### src/rtl/cbp_pkg.sv
// Constants and carriers for the command block parser.
// Assumes one clock domain and 32-bit memory words.
package cbp_pkg;
    // Register byte offsets
    localparam logic [7:0] OFS_CTRL = 8'h00;
    localparam logic [7:0] OFS_START = 8'h04;
    localparam logic [7:0] OFS_STAT = 8'h08;
    localparam logic [7:0] OFS_ISTAT = 8'h0C;
    localparam logic [7:0] OFS_IMASK = 8'h10;
    localparam logic [7:0] OFS_CUR = 8'h14;
    // Field positions
    localparam int CTRL_RUN_BIT = 0;
    localparam int CTRL_DEV_BIT = 1;
    localparam int EV_DONE_BIT = 0;
    localparam int EV_IGN_BIT = 1;
    localparam int EV_HOST_BIT = 2;
    localparam int END_BIT = 63;
    // Reset values
    localparam logic [31:0] START_RST = 32'h0000_0000;
    localparam logic [2:0] IMASK_RST = 3'h0;
    // Header layout in words, response byte values
    localparam logic [9:0] HDR_WORDS = 10'h004;
    localparam logic [7:0] RESP_DONE = 8'h01;
    localparam logic [7:0] RESP_IGN = 8'h05;

    typedef struct packed {
        logic [1:0] rsvd;
        logic drive_select_toggle_flag;
        logic wide_io_reserved_flag;
        logic completion_irq_enable;
        logic descriptor_valid_flag;
        logic queued_command_flag;
        logic block_valid_flag;
    } ctrl_flags_t;

    typedef struct packed {
        logic last;
        logic wait_not_busy_bit;
        logic entry_skip_bit;
        logic [4:0] reg_sel;
        logic [7:0] value;
    } command_entry_t;
endpackage : cbp_pkg

### src/rtl/cbp_engine.sv
// Command block fetch, decode and command issue engine with APB registers.
// Assumes a word-read port and a byte-write port into host memory, a
// device register write port, and a not-busy pin from the device.
// Function
// - Valid and not complete: execute the block's command entries.
// - Not valid and not complete: skip, write complete and ignored flags.
// - Descriptor valid flag marks the descriptor pointer as usable.
// - Completion interrupt only when the block's irq enable bit is one.
// - Toggle drive select after successful command when toggle flag set.
// - Byte 3 gives the command-data quadword count to fetch.
// - First quadword upper word is the next block address, followed.
// - Second quadword low word is the first descriptor address.
// - Each data quadword yields four 16-bit entries, low first.
// - Response byte is written only by the adapter; host zeroes it.
// - Entry: write low byte to selected register; skip bit; wait not busy.
// - Bit 63 marks the final entry; issue ends after it.
`timescale 1ns/1ps
module cbp_engine
    import cbp_pkg::*;
(
    input wire logic REF_CLK,
    input wire logic RST,
    input wire logic PSEL,
    input wire logic PENABLE,
    input wire logic PWRITE,
    input wire logic [7:0] PADDR,
    input wire logic [31:0] PWDATA,
    output logic [31:0] PRDATA,
    output logic PREADY,
    output logic PSLVERR,
    output logic MRD_REQ,
    output logic [31:0] MRD_ADDR,
    input wire logic MRD_ACK,
    input wire logic [31:0] MRD_DATA,
    output logic MWR_REQ,
    output logic [31:0] MWR_ADDR,
    output logic [7:0] MWR_BYTE,
    input wire logic MWR_ACK,
    output logic DREG_VALID,
    output logic [4:0] DREG_ADDR,
    output logic [7:0] DREG_DATA,
    input wire logic DREG_READY,
    input wire logic DEV_NOT_BUSY,
    input wire logic CMD_OK,
    input wire logic CMD_ERR,
    output logic DESC_VALID,
    output logic [31:0] DESC_ADDR,
    output logic QUEUED,
    output logic DEV,
    output logic IRQ
);
    // ********************************
    // State and storage
    // ********************************
    typedef enum logic [8:0] {
        S_IDLE = 9'h001, S_FETCH = 9'h002, S_DECIDE = 9'h004,
        S_ENTRY = 9'h008, S_WAIT_NB = 9'h010, S_ISSUE = 9'h020,
        S_WAIT_CMD = 9'h040, S_WBACK = 9'h080, S_NEXT = 9'h100
    } state_t;
    state_t st_q, st_d;
    ctrl_flags_t ctl_q;
    logic [7:0] resp_q, len_q, wb_q;
    logic [31:0] base_q, next_q, desc_q, start_q, lo_q;
    logic [63:0] quad_q;
    logic [9:0] widx_q;
    logic [1:0] ent_q;
    logic run_q, dev_q, nb_m_q, nb_q;
    logic [2:0] ist_q, imask_q;

    // ********************************
    // Decode
    // ********************************
    command_entry_t cur_ent;
    logic wr, rd_hit, is_data, quad_hi, last_quad, issue_ok;
    logic ent_last, blk_end, cmd_fin, ev_done, ev_ign, ev_host;
    logic [2:0] ev_set;
    logic [9:0] end_widx;

    assign wr = PSEL && PENABLE && PWRITE;
    assign cur_ent = command_entry_t'(quad_q[{ent_q, 4'h0} +: 16]);
    assign is_data = widx_q >= HDR_WORDS;
    assign quad_hi = widx_q[0];
    assign end_widx = HDR_WORDS + {1'b0, len_q, 1'b0};
    assign last_quad = (widx_q == end_widx);
    assign issue_ok = (st_q == S_ISSUE) && DREG_READY;
    assign ent_last = (ent_q == 2'd3);
    assign blk_end = quad_q[END_BIT] || last_quad;
    assign cmd_fin = (st_q == S_WAIT_CMD) && (CMD_OK || CMD_ERR);
    assign ev_done = cmd_fin && ctl_q.completion_irq_enable;
    assign ev_ign = (st_q == S_DECIDE) && !ctl_q.block_valid_flag && !resp_q[0];
    assign ev_host = (st_q == S_DECIDE) && resp_q[0];
    assign ev_set = {ev_host, ev_ign, ev_done};

    // ********************************
    // Sequencer
    // ********************************
    always_comb begin
        st_d = st_q;
        case (st_q)
            S_IDLE: if (run_q) st_d = S_FETCH;
            S_FETCH: begin
                if (MRD_ACK) begin
                    if (widx_q == HDR_WORDS - 10'd1) st_d = S_DECIDE;
                    else if (is_data && quad_hi) st_d = S_ENTRY;
                end
            end
            S_DECIDE: begin
                if (resp_q[0]) st_d = S_IDLE;
                else if (!ctl_q.block_valid_flag) st_d = S_WBACK;
                else if (len_q == 8'h00) st_d = S_WAIT_CMD;
                else st_d = S_FETCH;
            end
            S_ENTRY: begin
                if (cur_ent.entry_skip_bit) begin
                    if (ent_last) st_d = blk_end ? S_WAIT_CMD : S_FETCH;
                end else if (cur_ent.wait_not_busy_bit) st_d = S_WAIT_NB;
                else st_d = S_ISSUE;
            end
            S_WAIT_NB: if (nb_q) st_d = S_ISSUE;
            S_ISSUE: begin
                if (DREG_READY) begin
                    if (!ent_last) st_d = S_ENTRY;
                    else st_d = blk_end ? S_WAIT_CMD : S_FETCH;
                end
            end
            S_WAIT_CMD: if (CMD_OK || CMD_ERR) st_d = S_WBACK;
            S_WBACK: if (MWR_ACK) st_d = S_NEXT;
            S_NEXT: st_d = run_q ? S_FETCH : S_IDLE;
            default: st_d = S_IDLE;
        endcase
    end

    always_ff @(posedge REF_CLK) begin
        if (RST) st_q <= S_IDLE;
        else st_q <= st_d;
    end

    // ********************************
    // Fetch and decode datapath
    // ********************************
    always_ff @(posedge REF_CLK) begin
        if (RST) begin
            widx_q <= 10'h000;
            ent_q <= 2'd0;
            base_q <= START_RST;
            ctl_q <= '0;
            resp_q <= 8'h00;
            len_q <= 8'h00;
            next_q <= 32'h0;
            desc_q <= 32'h0;
            lo_q <= 32'h0;
            quad_q <= 64'h0;
            wb_q <= 8'h00;
        end else begin
            if (st_q == S_IDLE && run_q) begin
                base_q <= start_q;
                widx_q <= 10'h000;
            end
            if (st_q == S_FETCH && MRD_ACK) begin
                widx_q <= widx_q + 10'd1;
                case (widx_q)
                    10'd0: begin
                        resp_q <= MRD_DATA[7:0];
                        ctl_q <= ctrl_flags_t'(MRD_DATA[23:16]);
                        len_q <= MRD_DATA[31:24];
                    end
                    10'd1: next_q <= MRD_DATA;
                    10'd2: desc_q <= MRD_DATA;
                    default: ;
                endcase
                if (is_data && !quad_hi) lo_q <= MRD_DATA;
                if (is_data && quad_hi) begin
                    quad_q <= {MRD_DATA, lo_q};
                    ent_q <= 2'd0;
                end
            end
            if ((st_q == S_ENTRY && cur_ent.entry_skip_bit) || issue_ok) begin
                ent_q <= ent_q + 2'd1;
            end
            if (st_q == S_DECIDE) wb_q <= RESP_IGN;
            if (cmd_fin) wb_q <= RESP_DONE;
            if (st_q == S_NEXT) begin
                base_q <= next_q;
                widx_q <= 10'h000;
            end
        end
    end

    // ********************************
    // Pins, host and device side
    // ********************************
    always_ff @(posedge REF_CLK) begin
        if (RST) begin
            nb_m_q <= 1'b0;
            nb_q <= 1'b0;
        end else begin
            nb_m_q <= DEV_NOT_BUSY;
            nb_q <= nb_m_q;
        end
    end

    assign MRD_REQ = (st_q == S_FETCH);
    assign MRD_ADDR = base_q + {20'h0, widx_q, 2'b00};
    assign MWR_REQ = (st_q == S_WBACK);
    assign MWR_ADDR = base_q;
    assign MWR_BYTE = wb_q;
    assign DREG_VALID = (st_q == S_ISSUE);
    assign DREG_ADDR = cur_ent.reg_sel;
    assign DREG_DATA = cur_ent.value;
    assign DESC_VALID = ctl_q.descriptor_valid_flag;
    assign DESC_ADDR = desc_q;
    assign QUEUED = ctl_q.queued_command_flag;
    assign DEV = dev_q;
    assign IRQ = |(ist_q & imask_q);

    // ********************************
    // APB registers and interrupts
    // ********************************
    assign rd_hit = (PADDR == OFS_CTRL) || (PADDR == OFS_START) ||
                    (PADDR == OFS_STAT) || (PADDR == OFS_ISTAT) ||
                    (PADDR == OFS_IMASK) || (PADDR == OFS_CUR);
    assign PREADY = 1'b1;
    assign PSLVERR = PSEL && PENABLE && !rd_hit;

    always_comb begin
        case (PADDR)
            OFS_CTRL: PRDATA = {30'h0, dev_q, run_q};
            OFS_START: PRDATA = start_q;
            OFS_STAT: PRDATA = {23'h0, st_q};
            OFS_ISTAT: PRDATA = {29'h0, ist_q};
            OFS_IMASK: PRDATA = {29'h0, imask_q};
            OFS_CUR: PRDATA = base_q;
            default: PRDATA = 32'h0;
        endcase
    end

    always_ff @(posedge REF_CLK) begin
        if (RST) begin
            run_q <= 1'b0;
            dev_q <= 1'b0;
            start_q <= START_RST;
            imask_q <= IMASK_RST;
            ist_q <= 3'h0;
        end else begin
            if (wr && PADDR == OFS_CTRL) begin
                run_q <= PWDATA[CTRL_RUN_BIT];
                dev_q <= PWDATA[CTRL_DEV_BIT];
            end
            if (cmd_fin && CMD_OK && ctl_q.drive_select_toggle_flag) begin
                dev_q <= !dev_q;
            end
            if (wr && PADDR == OFS_START) start_q <= PWDATA;
            if (wr && PADDR == OFS_IMASK) imask_q <= PWDATA[2:0];
            // Set wins over a same-cycle write-one clear
            ist_q <= (ist_q & ~((wr && PADDR == OFS_ISTAT) ? PWDATA[2:0] : 3'h0))
                     | ev_set;
        end
    end

    // ********************************
    // Checks
    // ********************************
    property p_exec;
        @(posedge REF_CLK) disable iff (RST)
        st_q == S_DECIDE && ctl_q.block_valid_flag && !resp_q[0] && len_q != 8'h00
        |=> st_q == S_FETCH ##0 MRD_ADDR == base_q + 32'h10;
    endproperty
    a_exec: assert property (p_exec) else $error("valid block not executed");

    property p_skip;
        @(posedge REF_CLK) disable iff (RST)
        st_q == S_DECIDE && !ctl_q.block_valid_flag && !resp_q[0]
        |=> MWR_REQ && MWR_BYTE == RESP_IGN && !DREG_VALID;
    endproperty
    a_skip: assert property (p_skip) else $error("invalid block not skipped");

    property p_irq;
        @(posedge REF_CLK) disable iff (RST)
        cmd_fin && ctl_q.completion_irq_enable |=> ist_q[EV_DONE_BIT];
    endproperty
    a_irq: assert property (p_irq) else $error("completion event lost");

    property p_noirq;
        @(posedge REF_CLK) disable iff (RST)
        cmd_fin && !ctl_q.completion_irq_enable && !ist_q[EV_DONE_BIT] |=> !ist_q[EV_DONE_BIT];
    endproperty
    a_noirq: assert property (p_noirq) else $error("completion event not suppressed");

    property p_flip;
        @(posedge REF_CLK) disable iff (RST)
        st_q == S_WAIT_CMD && CMD_ERR && !wr |=> $stable(DEV);
    endproperty
    a_flip: assert property (p_flip) else $error("drive select changed on error");

    property p_order;
        @(posedge REF_CLK) disable iff (RST)
        issue_ok && !ent_last |=> ent_q == $past(ent_q) + 2'd1;
    endproperty
    a_order: assert property (p_order) else $error("entries out of order");

    property p_ign;
        @(posedge REF_CLK) disable iff (RST)
        st_q == S_ENTRY && cur_ent.entry_skip_bit |=> st_q != S_ISSUE && st_q != S_WAIT_NB;
    endproperty
    a_ign: assert property (p_ign) else $error("skipped entry issued");

    property p_wnb;
        @(posedge REF_CLK) disable iff (RST)
        st_q == S_WAIT_NB && !nb_q |=> !DREG_VALID;
    endproperty
    a_wnb: assert property (p_wnb) else $error("write while busy");

    property p_end;
        @(posedge REF_CLK) disable iff (RST)
        issue_ok && ent_last && quad_q[END_BIT] |=> st_q == S_WAIT_CMD;
    endproperty
    a_end: assert property (p_end) else $error("issue went past end");

    property p_next;
        @(posedge REF_CLK) disable iff (RST)
        st_q == S_NEXT && run_q |=> MRD_REQ && MRD_ADDR == $past(next_q);
    endproperty
    a_next: assert property (p_next) else $error("next block not followed");

    property p_wb;
        @(posedge REF_CLK) disable iff (RST)
        MWR_REQ && MWR_ACK |=> st_q == S_NEXT ##1 !MWR_REQ;
    endproperty
    a_wb: assert property (p_wb) else $error("write-back sequence wrong");
endmodule : cbp_engine

### config.mk
export PLATFORM = sky130hd
export DESIGN_NAME = cbp_engine
export DESIGN_NICKNAME = d
export VERILOG_FILES = /design/src/rtl/cbp_pkg.sv /design/src/rtl/cbp_engine.sv
export SDC_FILE = /design/constraint.sdc
export NUM_CORES = 1
export LEC_CHECK = 0
export BUFFER_PORTS_ARGS = -buffer_cell sky130_fd_sc_hd__buf_4
export CELL_PAD_IN_SITES_DETAIL_PLACEMENT = 2
export CELL_PAD_IN_SITES_GLOBAL_PLACEMENT = 2
export CORE_UTILIZATION = 32
export CTS_CLUSTER_SIZE = 30
export DETAILED_ROUTE_END_ITERATION = 6
export GPL_ROUTABILITY_DRIVEN = 0
export PLACE_DENSITY_LB_ADDON = 0.25
export SLEW_MARGIN = 10
export SYNTH_ARGS = -nofsm -noshare
export SYNTH_HDL_FRONTEND = slang
export SYNTH_SLANG_ARGS = --single-unit
export TNS_END_PERCENT = 20
### constraint.sdc
create_clock -name REF_CLK -period 5.15 [get_ports REF_CLK]
set_input_delay 1.545 -clock REF_CLK [delete_from_list [all_inputs] [get_ports REF_CLK]]
set_output_delay 1.545 -clock REF_CLK [all_outputs]
set_load 0.02 [all_outputs]
# Yosys cells after proc, flatten, opt, wreduce, memory -nomap -nowiden
# Index checks and enable logic that the tools add are counted.
# totals
wordCells,144
out_inout_bits,158
ff_bits,271
in_bits,83
# classes
shift,1
bitwise,4
order_cmp,1
n_reduce_logical,52
eq_ne,27
n_mux,31
n_addsub,4
# ops
cell,count
case mux 32 bit (6 select lines),1
two-way mux 9 bit,10
case mux 9 bit (9 select lines),1
two-way mux 32 bit,2
variable part select 64 x 7 -> 15 bit,1
adder 32 x 12 -> 32 bit,1
two-way mux 7 bit,3
equality test 10 x 2 -> 1 bit (second input constant),2
logical AND 1 bit,20
two-way mux 10 bit,2
equality test 8 x 4 -> 1 bit (second input constant),2
equality test 8 x 5 -> 1 bit (second input constant),2
zero test 8 bit,2
two-way mux 8 bit,2
AND reduction 2 bit,6
nonzero test 2 bit,6
adder 10 x 1 -> 10 bit (second input constant),1
adder 3 x 9 -> 10 bit (first input constant),1
equality test 10 x 1 -> 1 bit (second input constant),1
equality test 10 bit,1
greater-or-equal comparator 10 x 3 -> 1 bit (second input constant),1
zero test 10 bit,1
equality test 9 x 1 -> 1 bit (second input constant),1
equality test 9 x 2 -> 1 bit (second input constant),1
other kinds (26),49

# Logic depth before layout (Yosys ltp)
# Gate-level depths: netlist of the first run.
# depth
ltp_word,8
ltp_mapped,10

# Worst setup path before layout of the first run
# OpenSTA, ideal clock, no wires.
# synth_timing
kind,in2out
from,input port PADDR[1]
to,output port PRDATA[2]
path_stages,6
required_time_ns,3.605
path_slack_ns,0.233
arrival_time_ns,3.372
path_cell_list,or4_1 -> nor3_1 -> nor3b_2 -> clkbuf_1 -> a32oi_1 -> o21ai_0
# synth_via
elab_chain_cells,2
elab_cells_between_ends,7
cone_classes,eq/ne: 5; mux: 1; reduce/logical: 1
# synth_lines
element,line_no,rtl
start: declaration,cbp_engine.sv:26,"input wire logic [7:0] PADDR,"
"equality test 8 x 5 -> 1 bit, or another cell as far along",cbp_engine.sv:226,case (PADDR)
case mux 32 bit (6 select lines) *,cbp_engine.sv:226,
end: declaration,cbp_engine.sv:28,"output logic [31:0] PRDATA,"
# Mark *: on every way between the ends. The rest lies on a longest branch, timed or not.

# Worst setup path after layout of the first run
# layout_timing
from,input port PADDR[1]
to,output port PRDATA[8]
# Same word-level chain as after synthesis.

==> results of run 1 <==
-- flip-flops by register name, indices dropped and copies added, names as in the netlist, 2 cells and up --
| signal | flops |
|---|---|
| start_q | 32 |
| len_q | 8 |
| quad_q | 61 |
| ist_q | 3 |
| st_q | 9 |
| imask_q | 3 |
| widx_q | 10 |
| lo_q | 30 |
| DESC_ADDR | 32 |
| MWR_ADDR | 32 |
| next_q | 32 |
| MWR_BYTE | 2 |
| ctl_q | 3 |
| ent_q | 2 |
-- cell type report --
cell class	count	area, µm²
inverter	27	101
sequential	266	5330
clock buffer	44	915
tap	511	639
timing repair buffer	254	1940
clock inverter	9	141
fill	4274	22300
multi-input combinational	1127	6370
-- power groups by stage --
stage	logic (mW)	registers (mW)	clock network, mW
floorplan	0.146	2.12	0
global placement	0.261	2.13	0
detailed placement	0.264	2.13	0
CTS	0.272	2.09	2.33
global route	0.290	2.09	2.42
finish	0.270	2.09	2.29
-- how the worst max path moves through the flow --
stage	endpoint	depth (start not counted)
2_1_floorplan	PRDATA[2]	6
3_3_place_gp	PRDATA[8]	8
3_5_place_dp	PRDATA[5]	8
4_1_cts	MRD_ADDR[28]	9
5_1_grt	MRD_ADDR[30]	10
6_report	PRDATA[8]	8
-- Yosys cell counts, types with 8 or more instances --
cell type and n:
sky130_fd_sc_hd__a211oi_1 10, sky130_fd_sc_hd__a21oi_1 200, sky130_fd_sc_hd__a22o_1 23, sky130_fd_sc_hd__a311oi_1 31, sky130_fd_sc_hd__and3_1 11, sky130_fd_sc_hd__buf_2 10
sky130_fd_sc_hd__buf_4 10, sky130_fd_sc_hd__clkbuf_1 94, sky130_fd_sc_hd__dfxtp_1 266, sky130_fd_sc_hd__ha_1 16, sky130_fd_sc_hd__inv_1 27, sky130_fd_sc_hd__mux2i_1 41
sky130_fd_sc_hd__mux4_2 16, sky130_fd_sc_hd__nand2_1 434, sky130_fd_sc_hd__nand3_1 18, sky130_fd_sc_hd__nand4_1 12, sky130_fd_sc_hd__nor2_1 113, sky130_fd_sc_hd__nor2b_1 8
sky130_fd_sc_hd__nor3_1 17, sky130_fd_sc_hd__nor3b_1 8, sky130_fd_sc_hd__o21ai_0 24, sky130_fd_sc_hd__xnor2_1 16, sky130_fd_sc_hd__xor2_1 23
-- metal layers --
metal / wire length (µm) / part of all wire (%) / track usage (%)
met1: 20200 / 42 / 29.2
met2: 24800 / 51 / 44.9
met3: 1950 / 4.0 / 3.82
met4: 1420 / 2.9 / 7.87
met5: 0 / 0 / 0
-- through the flow --
step,hold slack [ns],setup slack [ns],cells
4_1_cts,0.457,0.0737,2238
3_5_place_dp,0.446,0.193,2185
3_3_place_gp,0.434,0.268,2185
5_1_grt,0.473,0.00513,2238
2_1_floorplan,0.414,0.233,1543
6_report,0.453,0.174,2238
-- cell usage in the layout, fill, tap and decap left out, drive strengths merged, types with 4 or more instances in the layout --
master | synthesis | final
nand2 | 434 | 434
dfxtp | 266 | 266
buf | 29 | 253
a21oi | 200 | 200
nor2 | 113 | 113
clkbuf | 94 | 45
mux2i | 41 | 41
a311oi | 31 | 31
inv | 27 | 28
o21ai | 24 | 24
xor2 | 23 | 23
a22o | 23 | 23
nand3 | 18 | 18
nor3 | 17 | 17
xnor2 | 16 | 16
mux4 | 16 | 16
ha | 16 | 16
nand4 | 12 | 12
and3 | 11 | 11
a211oi | 10 | 10
nor4 | 10 | 10
nor3b | 9 | 9
nor2b | 8 | 8
a222oi | 7 | 7
conb | 2 | 7
or3 | 6 | 6
nor4b | 6 | 6
nand2b | 5 | 5
a31oi | 5 | 5
or4 | 5 | 5
a21boi | 4 | 4
nand3b | 4 | 4
clkinv | 0 | 4
and2 | 4 | 4
-- logic make-up after synthesis --
logic type | after synthesis
adder cells (fa/ha/maj) | 17
flip-flops | 266
buffers and inverters | 150
multiplexers | 59
AND/OR/NAND/NOR | 671
AO/OA/AOI/OAI | 334
other | 2
XOR/XNOR | 39
-- repair_timing --
action                                  4_1_cts  5_1_grt
setup buffers                                 0        0
gates resized for setup                       1        4
endpoints found under the setup margin        3        3
==> results.json, run 1 <==
{
  "run_status": "finished, final reports clean",
  "clk_path_buf_depth": 3,
  "globalRouteTotalUtil_pct": 24.6,
  "insertedDiodeCount": 0,
  "synth-adder-area-share_pct": 1.79,
  "setup_violations_final": 0,
  "crit_fanout": 30,
  "numCtsBuffers": 31,
  "report.final.hold_viol_count": 0,
  "postPlaceCellArea_um2": 14400,
  "rsz0062_at_grt": "false",
  "postSynth.topFlopCell": "sky130_fd_sc_hd__dfxtp_1",
  "cp.buffers_inverters": 4,
  "cell_types_occupying_the_most_area_after_synthesis": "sky130_fd_sc_hd__dfxtp_1, sky130_fd_sc_hd__nand2_1, sky130_fd_sc_hd__a21oi_1",
  "power.share.combinational_pct": 5.8,
  "netlist.top_cell.by_area": "sky130_fd_sc_hd__dfxtp_1",
  "drt_first_iter_violations": 547,
  "postRouteWirelength_um": 48500,
  "antenna_left": 0,
  "layout_cell_area_excl_fill_um2": 15400,
  "clock_power_share_pct": 49.2,
  "critPathMostFrequentCell": "sky130_fd_sc_hd__buf_4",
  "detailedPlacementHpwl_um": 34600,
  "net-switching-power_mw": 1.10,
  "main_combinational_cell_family_by_area_after_synthesis": "simple AND/OR/NAND/NOR gates",
  "cts.root.buffer_cell": "sky130_fd_sc_hd__clkbuf_16",
  "cts_tree": "yes",
  "slew_headroom_pct": 29.3,
  "yosys.area_share.xor_xnor_pct": 2.78,
  "clock_tree.htree_level_count": 1,
  "yosys_warnings": 0,
  "postSynthAreaPerCell_um2": 7.98,
  "chipWidth_um": 198,
  "route.detailed.wl_per_inst_um": 21.6,
  "timing.final.crit_period_ns": 4.98,
  "setup.reg_to_reg.worst_slack_ns": 1.69,
  "clock_insertion_delay_worst_skew_ns": 0.59,
  "antenna_found_initial": 0,
  "drv_cap": 0,
  "critical_path_class": "in -> out",
  "yosysSeqAreaShare_pct": 43.4,
  "totalPowerFinal_mw": 4.64,
  "hold-path-cell-count": 1,
  "worst-slew-pin-transition_ns": 1.06,
  "grt_first_pass_wirelength_um": 74500,
  "endpoint_kind": "output port",
  "drt_drc_violations_left": 0,
  "vias": 12000,
  "syn_to_final_growth_pct": 25.7,
  "die-area_um2": 39200,
  "standard_cell_with_the_maximum_stage_delay_on_the_critical_path": "sky130_fd_sc_hd__or4_1",
  "drive_gt1_share_pct": 19.7,
  "cts_sinks": 266,
  "placeableCoreArea_um2": 37800,
  "fmax_mhz": 201,
  "synth_simple_gate_area_share_pct": 23.5,
  "slew_viol_final": 0,
  "worst_path_largest_cell_delay_ns": 0.57,
  "chipHeight_um": 198,
  "synth_compound_area_share_pct": 16.7,
  "timing.critical_path.arrival_ns": 3.43,
  "pwr-share-seq_pct": 44.9,
  "starting_utilization_of_the_core_area_pct": 32.5,
  "cts.reportedPaths.clkPinSlew_ns": 0.06,
  "synthDistinctLibCells": 68,
  "yosysTopAreaCellShare_pct": 43.4,
  "rr_startpoint": "st_q[6]$_SDFFE_PP0P_",
  "power.density_nw_per_um2": 301,
  "static-leakage-power_nw": 5.86,
  "io_pins": 241,
  "reg2reg_to": "quad_q[22]$_SDFFE_PP0P_",
  "hold_class": "reg -> reg",
  "setup-tns-final_ns": 0,
  "cell_area_after_technology_mapping_um2": 12300,
  "cp_cell_sequence": "buf_4, or4_1, nor3_1, nor3b_4, buf_12, a222oi_1, inv_1, buf_4",
  "r2r_cells": 7,
  "setup.worst_path.start_class": "primary input",
  "fin_crit_sh_pct": 96.6,
  "final_util_pct": 40.9,
  "synth.mux.area_fraction_pct": 6.46,
  "intPower_mw": 3.54,
  "synthesis.instances": 1538,
  "worst_hold_startpoint": "nb_m_q$_SDFF_PP0_",
  "irDropWorstVdd_uv": 270,
  "hold_buffers": 0,
  "drt_first_pass_iters": 5,
  "worstPathRequired_ns": 3.61,
  "power.switching_fraction_pct": 23.7,
  "maximum_number_of_pins_on_one_net_before_global_route_repair": 132,
  "worst_path_dominant_cell_family": "simple AND/OR/NAND/NOR gates",
  "grt_pass1_vias": 12800,
  "viasPerCell": 5.35,
  "timing.clock.skew_ns": 0.0124,
  "hold_path_sink": "nb_q$_SDFF_PP0_",
  "overflow": 0,
  "number_of_synthesized_register_bits": 266,
  "synth_edf_count": 0,
  "synthArstFlopShare_pct": 0,
  "finish.net_count": 1807,
  "timing.critical_path.from": "PADDR[1]",
  "buffers_on_ports": 233,
  "fp-row-count": 71
}
Note: power is estimated with default switching activity, not from simulation.
==> run 2, diff against run 1 <==
Settings changed: ABC_AREA set to 1, CORE_UTILIZATION 32 to 31, SLEW_MARGIN 10 to unset.
==> run 2 against run 1 <==
Clock-buffer cell count down 3. Register-to-register slack better by 0.15 ns. Worst setup slack better by 0.0087 ns. Largest cell class unchanged. Clock skew down 0.00053 ns. Clock power up 3%. Cell area down 0.56%. Highest routed layer is now met5.
==> results.json, run 2 <==
{
  "vias": 12600,
  "chipWidth_um": 201,
  "pwr-share-seq_pct": 44.3,
  "synthArstFlopShare_pct": 0,
  "top_layer": "met5",
  "r2r_cells": 8,
  "setup.worst_path.start_class": "primary input",
  "drt-met1-wl_um": 24800,
  "clock_insertion_delay_worst_skew_ns": 0.60,
  "drt_first_pass_iters": 4,
  "power.share.combinational_pct": 5.7,
  "buffers_on_ports": 233,
  "setup-tns-final_ns": 0,
  "number_of_synthesized_register_bits": 266,
  "placeableCoreArea_um2": 38800,
  "rr_startpoint": "st_q[0]$_SDFFE_PP1P_",
  "power.switching_fraction_pct": 24.2,
  "yosysSeqAreaShare_pct": 43.5,
  "yosys_warnings": 0,
  "hold_path_sink": "nb_q$_SDFF_PP0_",
  "cts_sinks": 266,
  "met3RoutedLength_um": 1660,
  "globalRouteTotalUtil_pct": 25.5,
  "worst_path_largest_cell_delay_ns": 0.51,
  "insertedDiodeCount": 0,
  "fin_crit_sh_pct": 96.5,
  "crit_fanout": 12,
  "syn_to_final_growth_pct": 25.4,
  "static-leakage-power_nw": 6.56,
  "timing.clock.skew_ns": 0.0119,
  "slew_viol_final": 0,
  "reg2reg_to": "MWR_ADDR[5]$_SDFFE_PP0P_",
  "route.detailed.wl_per_inst_um": 22.1,
  "setup.reg_to_reg.worst_slack_ns": 1.84,
  "hold_class": "reg -> reg",
  "ys_top_cells_by_count": "sky130_fd_sc_hd__dfxtp_1, sky130_fd_sc_hd__o21ai_0, sky130_fd_sc_hd__nand2_1",
  "cts.root.buffer_cell": "sky130_fd_sc_hd__clkbuf_16",
  "io_pins": 241,
  "fill_cells": 4470,
  "drt_drc_violations_left": 0,
  "setup_violations_final": 0,
  "overflow": 0,
  "drive_gt1_share_pct": 18.6,
  "slew_headroom_pct": 18.3,
  "finish.cell_count_without_fillers": 2366,
  "run_status": "finished, final reports clean",
  "endpoint_kind": "output port",
  "detailedPlacementHpwl_um": 36900,
  "fp-row-count": 72,
  "totalPowerFinal_mw": 4.70,
  "clock_tree.htree_level_count": 1,
  "detailroute.wirelength.met2_um": 24200,
  "timing.critical_path.arrival_ns": 3.42,
  "drt_first_iter_violations": 546,
  "viasPerCell": 5.33,
  "antenna_found_initial": 1,
  "synthesis.instances": 1650,
  "top_register": "quad_q",
  "cts_tree": "yes",
  "hold_buffers": 0,
  "most_frequent_standard_cell_in_the_layout_excluding_fill_and_tap_cells": "sky130_fd_sc_hd__dfxtp_1",
  "hold-path-cell-count": 2,
  "standard_cell_with_the_maximum_stage_delay_on_the_critical_path": "sky130_fd_sc_hd__nand2_1",
  "netlist.top_cell.by_area": "sky130_fd_sc_hd__dfxtp_1",
  "post_cts.repair.setup_buffers": 0,
  "timing.final.crit_period_ns": 4.97,
  "max_reg_flops": 61,
  "cts.repair.resized": 0,
  "report.final.hold_viol_count": 0,
  "fmax_mhz": 201,
  "irDropWorstVdd_uv": 295,
  "drv_cap": 0,
  "worst-slew-pin-transition_ns": 1.22,
  "postSynth.topFlopCell": "sky130_fd_sc_hd__dfxtp_1",
  "postRouteWirelength_um": 52300,
  "numCtsBuffers": 31,
  "cell_area_after_technology_mapping_um2": 12200,
  "clk_path_buf_depth": 3,
  "finish.net_count": 1927,
  "dp_cells": 2312,
  "rsz0062_at_grt": "false",
  "post-synth-top-count-cell": "sky130_fd_sc_hd__dfxtp_1",
  "antenna_left": 0,
  "grt_first_pass_wirelength_um": 80300,
  "critical_path_class": "in -> out",
  "net-switching-power_mw": 1.14,
  "cts.reportedPaths.clkPinSlew_ns": 0.06,
  "postSynthAreaPerCell_um2": 7.41,
  "worstPathRequired_ns": 3.61,
  "cp_cell_sequence": "buf_4, nor2_1, inv_1, nor2_1, nand2_1, o221ai_1, buf_4",
  "intPower_mw": 3.56,
  "hold_slack_ns": 0.430,
  "yosysTopAreaCellShare_pct": 43.5,
  "die-area_um2": 40300,
  "final_util_pct": 39.5,
  "clock_power_share_pct": 50.0,
  "cell_types_occupying_the_most_area_after_synthesis": "sky130_fd_sc_hd__dfxtp_1, sky130_fd_sc_hd__o21ai_0, sky130_fd_sc_hd__a21oi_1",
  "grt_pass1_vias": 13300,
  "worst_hold_startpoint": "nb_m_q$_SDFF_PP0_",
  "power.density_nw_per_um2": 306,
  "synthDistinctLibCells": 52,
  "synth_edf_count": 0,
  "chipHeight_um": 201,
  "maximum_number_of_pins_on_one_net_before_global_route_repair": 217,
  "mostFrequentLayoutCells": "sky130_fd_sc_hd__dfxtp_1, sky130_fd_sc_hd__o21ai_0, sky130_fd_sc_hd__buf_4",
  "starting_utilization_of_the_core_area_pct": 31.5
}
==> run 2: power by group through the flow <==
stage	clock network [mW]	registers, mW	logic (mW)
after floorplan	0	2.12	0.136
after global placement	0	2.12	0.261
after detailed placement	0	2.13	0.267
after CTS	2.39	2.08	0.269
after global routing	2.47	2.08	0.291
final	2.35	2.08	0.269
==> run 2: how the worst max path moves through the flow <==
stage,to,slack [ns],depth (start not counted),startpoint
finish,PRDATA[3],0.18,7,PADDR[1]
global route,PRDATA[29],0.05,7,PADDR[1]
CTS,PRDATA[3],0.22,7,PADDR[1]
detailed placement,PRDATA[3],0.23,7,PADDR[1]
global placement,PRDATA[3],0.31,7,PADDR[1]
floorplan,PRDATA[14],0.69,7,PADDR[7]
==> run 2: layout make-up <==
class                      count  area [µm²]  share of cell area [%]
multi-input combinational   1148        5910                    38.5
sequential                   266        5330                    34.7
timing repair buffer         249        1880                    12.3
clock buffer                  41         893                    5.82
tap                          518         648                    4.22
inverter                     131         500                    3.26
clock inverter                13         180                    1.17
==> run 2: cells by family (layout without fill, tap and decap cells) <==
kind of cell,after synthesis,count (layout),share of synthesized area (%)
simple gates,537,537,19.5
compound gates,558,558,24.7
xor+xnor,29,29,2.08
flops,266,266,43.5
other cells,2,7,0.0614
buf+inv,241,434,8.28
fa+ha+maj,17,17,1.80
==> run 2: through the flow <==
step	worst slack, ns	area [µm²]
6_report	0.183	15300
4_1_cts	0.223	15300
3_3_place_gp	0.307	14300
2_1_floorplan	0.693	12300
3_5_place_dp	0.232	14300
5_1_grt	0.0515	15300
==> run 2: metal layers <==
metal  vias to the layer above  global-route usage, %
li1                       5969                      -
met1                      6315                   34.6
met4                         2                   7.85
met5                         -                      0
met3                        73                   3.38
met2                       243                   41.9
==> run 2: critical path, delay by kind of cell <==
| kind | cells | cell delay (ns) |
|---|---|---|
| AND/OR/NAND/NOR | 3 | 1.12 |
| AO/OA/AOI/OAI | 1 | 0.37 |
| buffers and inverters | 3 | 0.39 |
==> run 3, diff against run 2 <==
Settings changed: ABC_AREA 1 to unset, CORE_MARGIN set to 8, CORE_UTILIZATION 31 to 32.
==> run 3 against run 2 <==
Clock-buffer cell count grew 6. Worst hold slack gained 0.019 ns. Via count shrank 5.5%. Clock power is essentially flat. Clock skew shrank 0.0024 ns. Flip-flop and latch count is the same. Routed wire length shrank 5.0%. Core utilization grew 1.4 points. Global-route usage shrank 3.9 points. Critical endpoint is now PRDATA[6]. Largest cell class unchanged. Highest routed layer is now met4.
==> results.json, run 3 (synthesis gave the netlist of run 1 again) <==
{
  "run_status": "finished, final reports clean",
  "crit_fanout": 7,
  "worstPathRequired_ns": 3.61,
  "clk_path_buf_depth": 3,
  "power.density_nw_per_um2": 304,
  "slew_headroom_pct": 28.4,
  "antenna_found_initial": 0,
  "globalRouteTotalUtil_pct": 21.5,
  "setup_violations_final": 0,
  "chipHeight_um": 212,
  "vias": 11900,
  "placeableCoreArea_um2": 37800,
  "cts_tree": "yes",
  "grt_pass1_vias": 13100,
  "hold_class": "reg -> reg",
  "worst-slew-pin-transition_ns": 1.07,
  "io_pins": 241,
  "finish.net_count": 1805,
  "fin_crit_sh_pct": 97.1,
  "irDropWorstVdd_uv": 225,
  "endpoint_kind": "output port",
  "overflow": 0,
  "dp_cells": 2183,
  "report.final.hold_viol_count": 0,
  "fp-row-count": 71,
  "static-leakage-power_nw": 5.88,
  "timing.critical_path.from": "PADDR[1]",
  "cts.root.buffer_cell": "sky130_fd_sc_hd__clkbuf_16",
  "slew_viol_final": 0,
  "max_reg_flops": 61,
  "drt_first_pass_iters": 5,
  "timing.clock.skew_ns": 0.00954,
  "setup-tns-final_ns": 0,
  "net-switching-power_mw": 1.09,
  "finish.cell_count_without_fillers": 2240,
  "setup.worst_path.start_class": "primary input",
  "power.share.combinational_pct": 5.8,
  "post_cts.repair.setup_buffers": 0,
  "pwr-share-seq_pct": 44.4,
  "timing.critical_path.arrival_ns": 3.45,
  "cts_sinks": 266,
  "drt_drc_violations_left": 0,
  "syn_to_final_growth_pct": 25.8,
  "top_register": "quad_q",
  "buffers_on_ports": 233,
  "drive_gt1_share_pct": 19.6,
  "viasPerCell": 5.32,
  "starting_utilization_of_the_core_area_pct": 32.5,
  "drv_cap": 0,
  "chipWidth_um": 212,
  "die-area_um2": 44900,
  "insertedDiodeCount": 0,
  "intPower_mw": 3.60,
  "clock_power_share_pct": 49.9,
  "mostFrequentLayoutCells": "sky130_fd_sc_hd__nand2_1, sky130_fd_sc_hd__dfxtp_1, sky130_fd_sc_hd__buf_4",
  "grt_first_pass_wirelength_um": 76600,
  "worst_hold_startpoint": "quad_q[29]$_SDFFE_PP0P_",
  "hold-path-cell-count": 2,
  "hold_path_sink": "quad_q[29]$_SDFFE_PP0P_",
  "clock_tree.htree_level_count": 1,
  "postRouteWirelength_um": 49700,
  "most_frequent_standard_cell_in_the_layout_excluding_fill_and_tap_cells": "sky130_fd_sc_hd__nand2_1",
  "reg2reg_to": "quad_q[40]$_SDFFE_PP0P_",
  "rr_startpoint": "st_q[6]$_SDFFE_PP0P_",
  "critical_path_class": "in -> out",
  "timing.final.crit_period_ns": 5.00,
  "antenna_left": 0,
  "detailedPlacementHpwl_um": 35800,
  "cts.reportedPaths.clkPinSlew_ns": 0.05,
  "fmax_mhz": 200,
  "clock_insertion_delay_worst_skew_ns": 0.57,
  "maximum_number_of_pins_on_one_net_before_global_route_repair": 148,
  "route.detailed.wl_per_inst_um": 22.2,
  "drt_first_iter_violations": 580,
  "numCtsBuffers": 31,
  "setup.reg_to_reg.worst_slack_ns": 1.59,
  "power.switching_fraction_pct": 23.2,
  "r2r_cells": 7,
  "rsz0062_at_grt": "false"
}
==> run 3: cell types whose count changed in the layout (fill, tap and decap cells not counted), sizes merged, moves of 41 or more <==
cell / delta
o21ai: -272
nand2: +237
inv: -101
nor2: -79
nand3: -54
mux2i: +41
==> run 3: critical path: stages <==
cell                       delay [ns]
sky130_fd_sc_hd__buf_4           0.10
sky130_fd_sc_hd__or4_1           0.60
sky130_fd_sc_hd__nor3_1          0.27
sky130_fd_sc_hd__buf_4           0.20
sky130_fd_sc_hd__and3_1          0.36
sky130_fd_sc_hd__a222oi_1        0.15
sky130_fd_sc_hd__inv_1           0.09
sky130_fd_sc_hd__buf_4           0.14
==> run 3: cell type report <==
cell class	instances	area, µm²
clock inverters	10	154
clock buffers	47	936
fillers	4270	22300
well taps	511	639
repair buffers	252	1940
multi-input cells	1127	6350
inverters	27	101
flip-flops and latches	266	5330
==> run 3: power groups by stage <==
stage / logic [mW] / registers, mW / clock network [mW]
6_report: 0.270 / 2.08 / 2.34
5_1_grt: 0.289 / 2.09 / 2.48
2_1_floorplan: 0.146 / 2.12 / 0
4_1_cts: 0.271 / 2.08 / 2.39
3_3_place_gp: 0.263 / 2.13 / 0
3_5_place_dp: 0.268 / 2.13 / 0
==> run 3: worst max-delay path by stage <==
stage          depth (start not counted)  slack, ns      endpoint
6_report                               8       0.15     PRDATA[6]
5_1_grt                                8       0.01     PRDATA[5]
4_1_cts                                9       0.10  MRD_ADDR[28]
3_5_place_dp                           8       0.17     PRDATA[6]
3_3_place_gp                           8       0.20     PRDATA[6]
2_1_floorplan                          6       0.23     PRDATA[2]
==> run 3: repair_timing <==
item / in CTS / in global routing
resized for setup: 1 / 2
hold buffers: 0 / 0
hold endpoints to repair: 0 / 0
gates cloned: 0 / 0
setup endpoints to repair: 1 / 3
==> run 3: layer usage <==
layer / up-vias / wire length [µm] / track usage [%]
li1: 5585 / - / -
met1: 6055 / 20400 / 24.7
met5: - / 0 / 0
met2: 197 / 26200 / 40.9
met3: 70 / 2120 / 3.67
met4: 0 / 1080 / 5.08
==> run 3: through the flow <==
stage          area (µm²)  power [mW]  setup WS [ns]  hold WS [ns]  utilization (%)
6_report            15400        4.70          0.150         0.450             40.9
5_1_grt             15400        4.85         0.0112         0.461             40.9
4_1_cts             15400        4.74          0.101         0.455             40.9
3_5_place_dp        14400        2.40          0.166         0.446             38.0
3_3_place_gp        14400        2.39          0.203         0.421             38.0
2_1_floorplan       12300        2.26          0.233         0.414                -
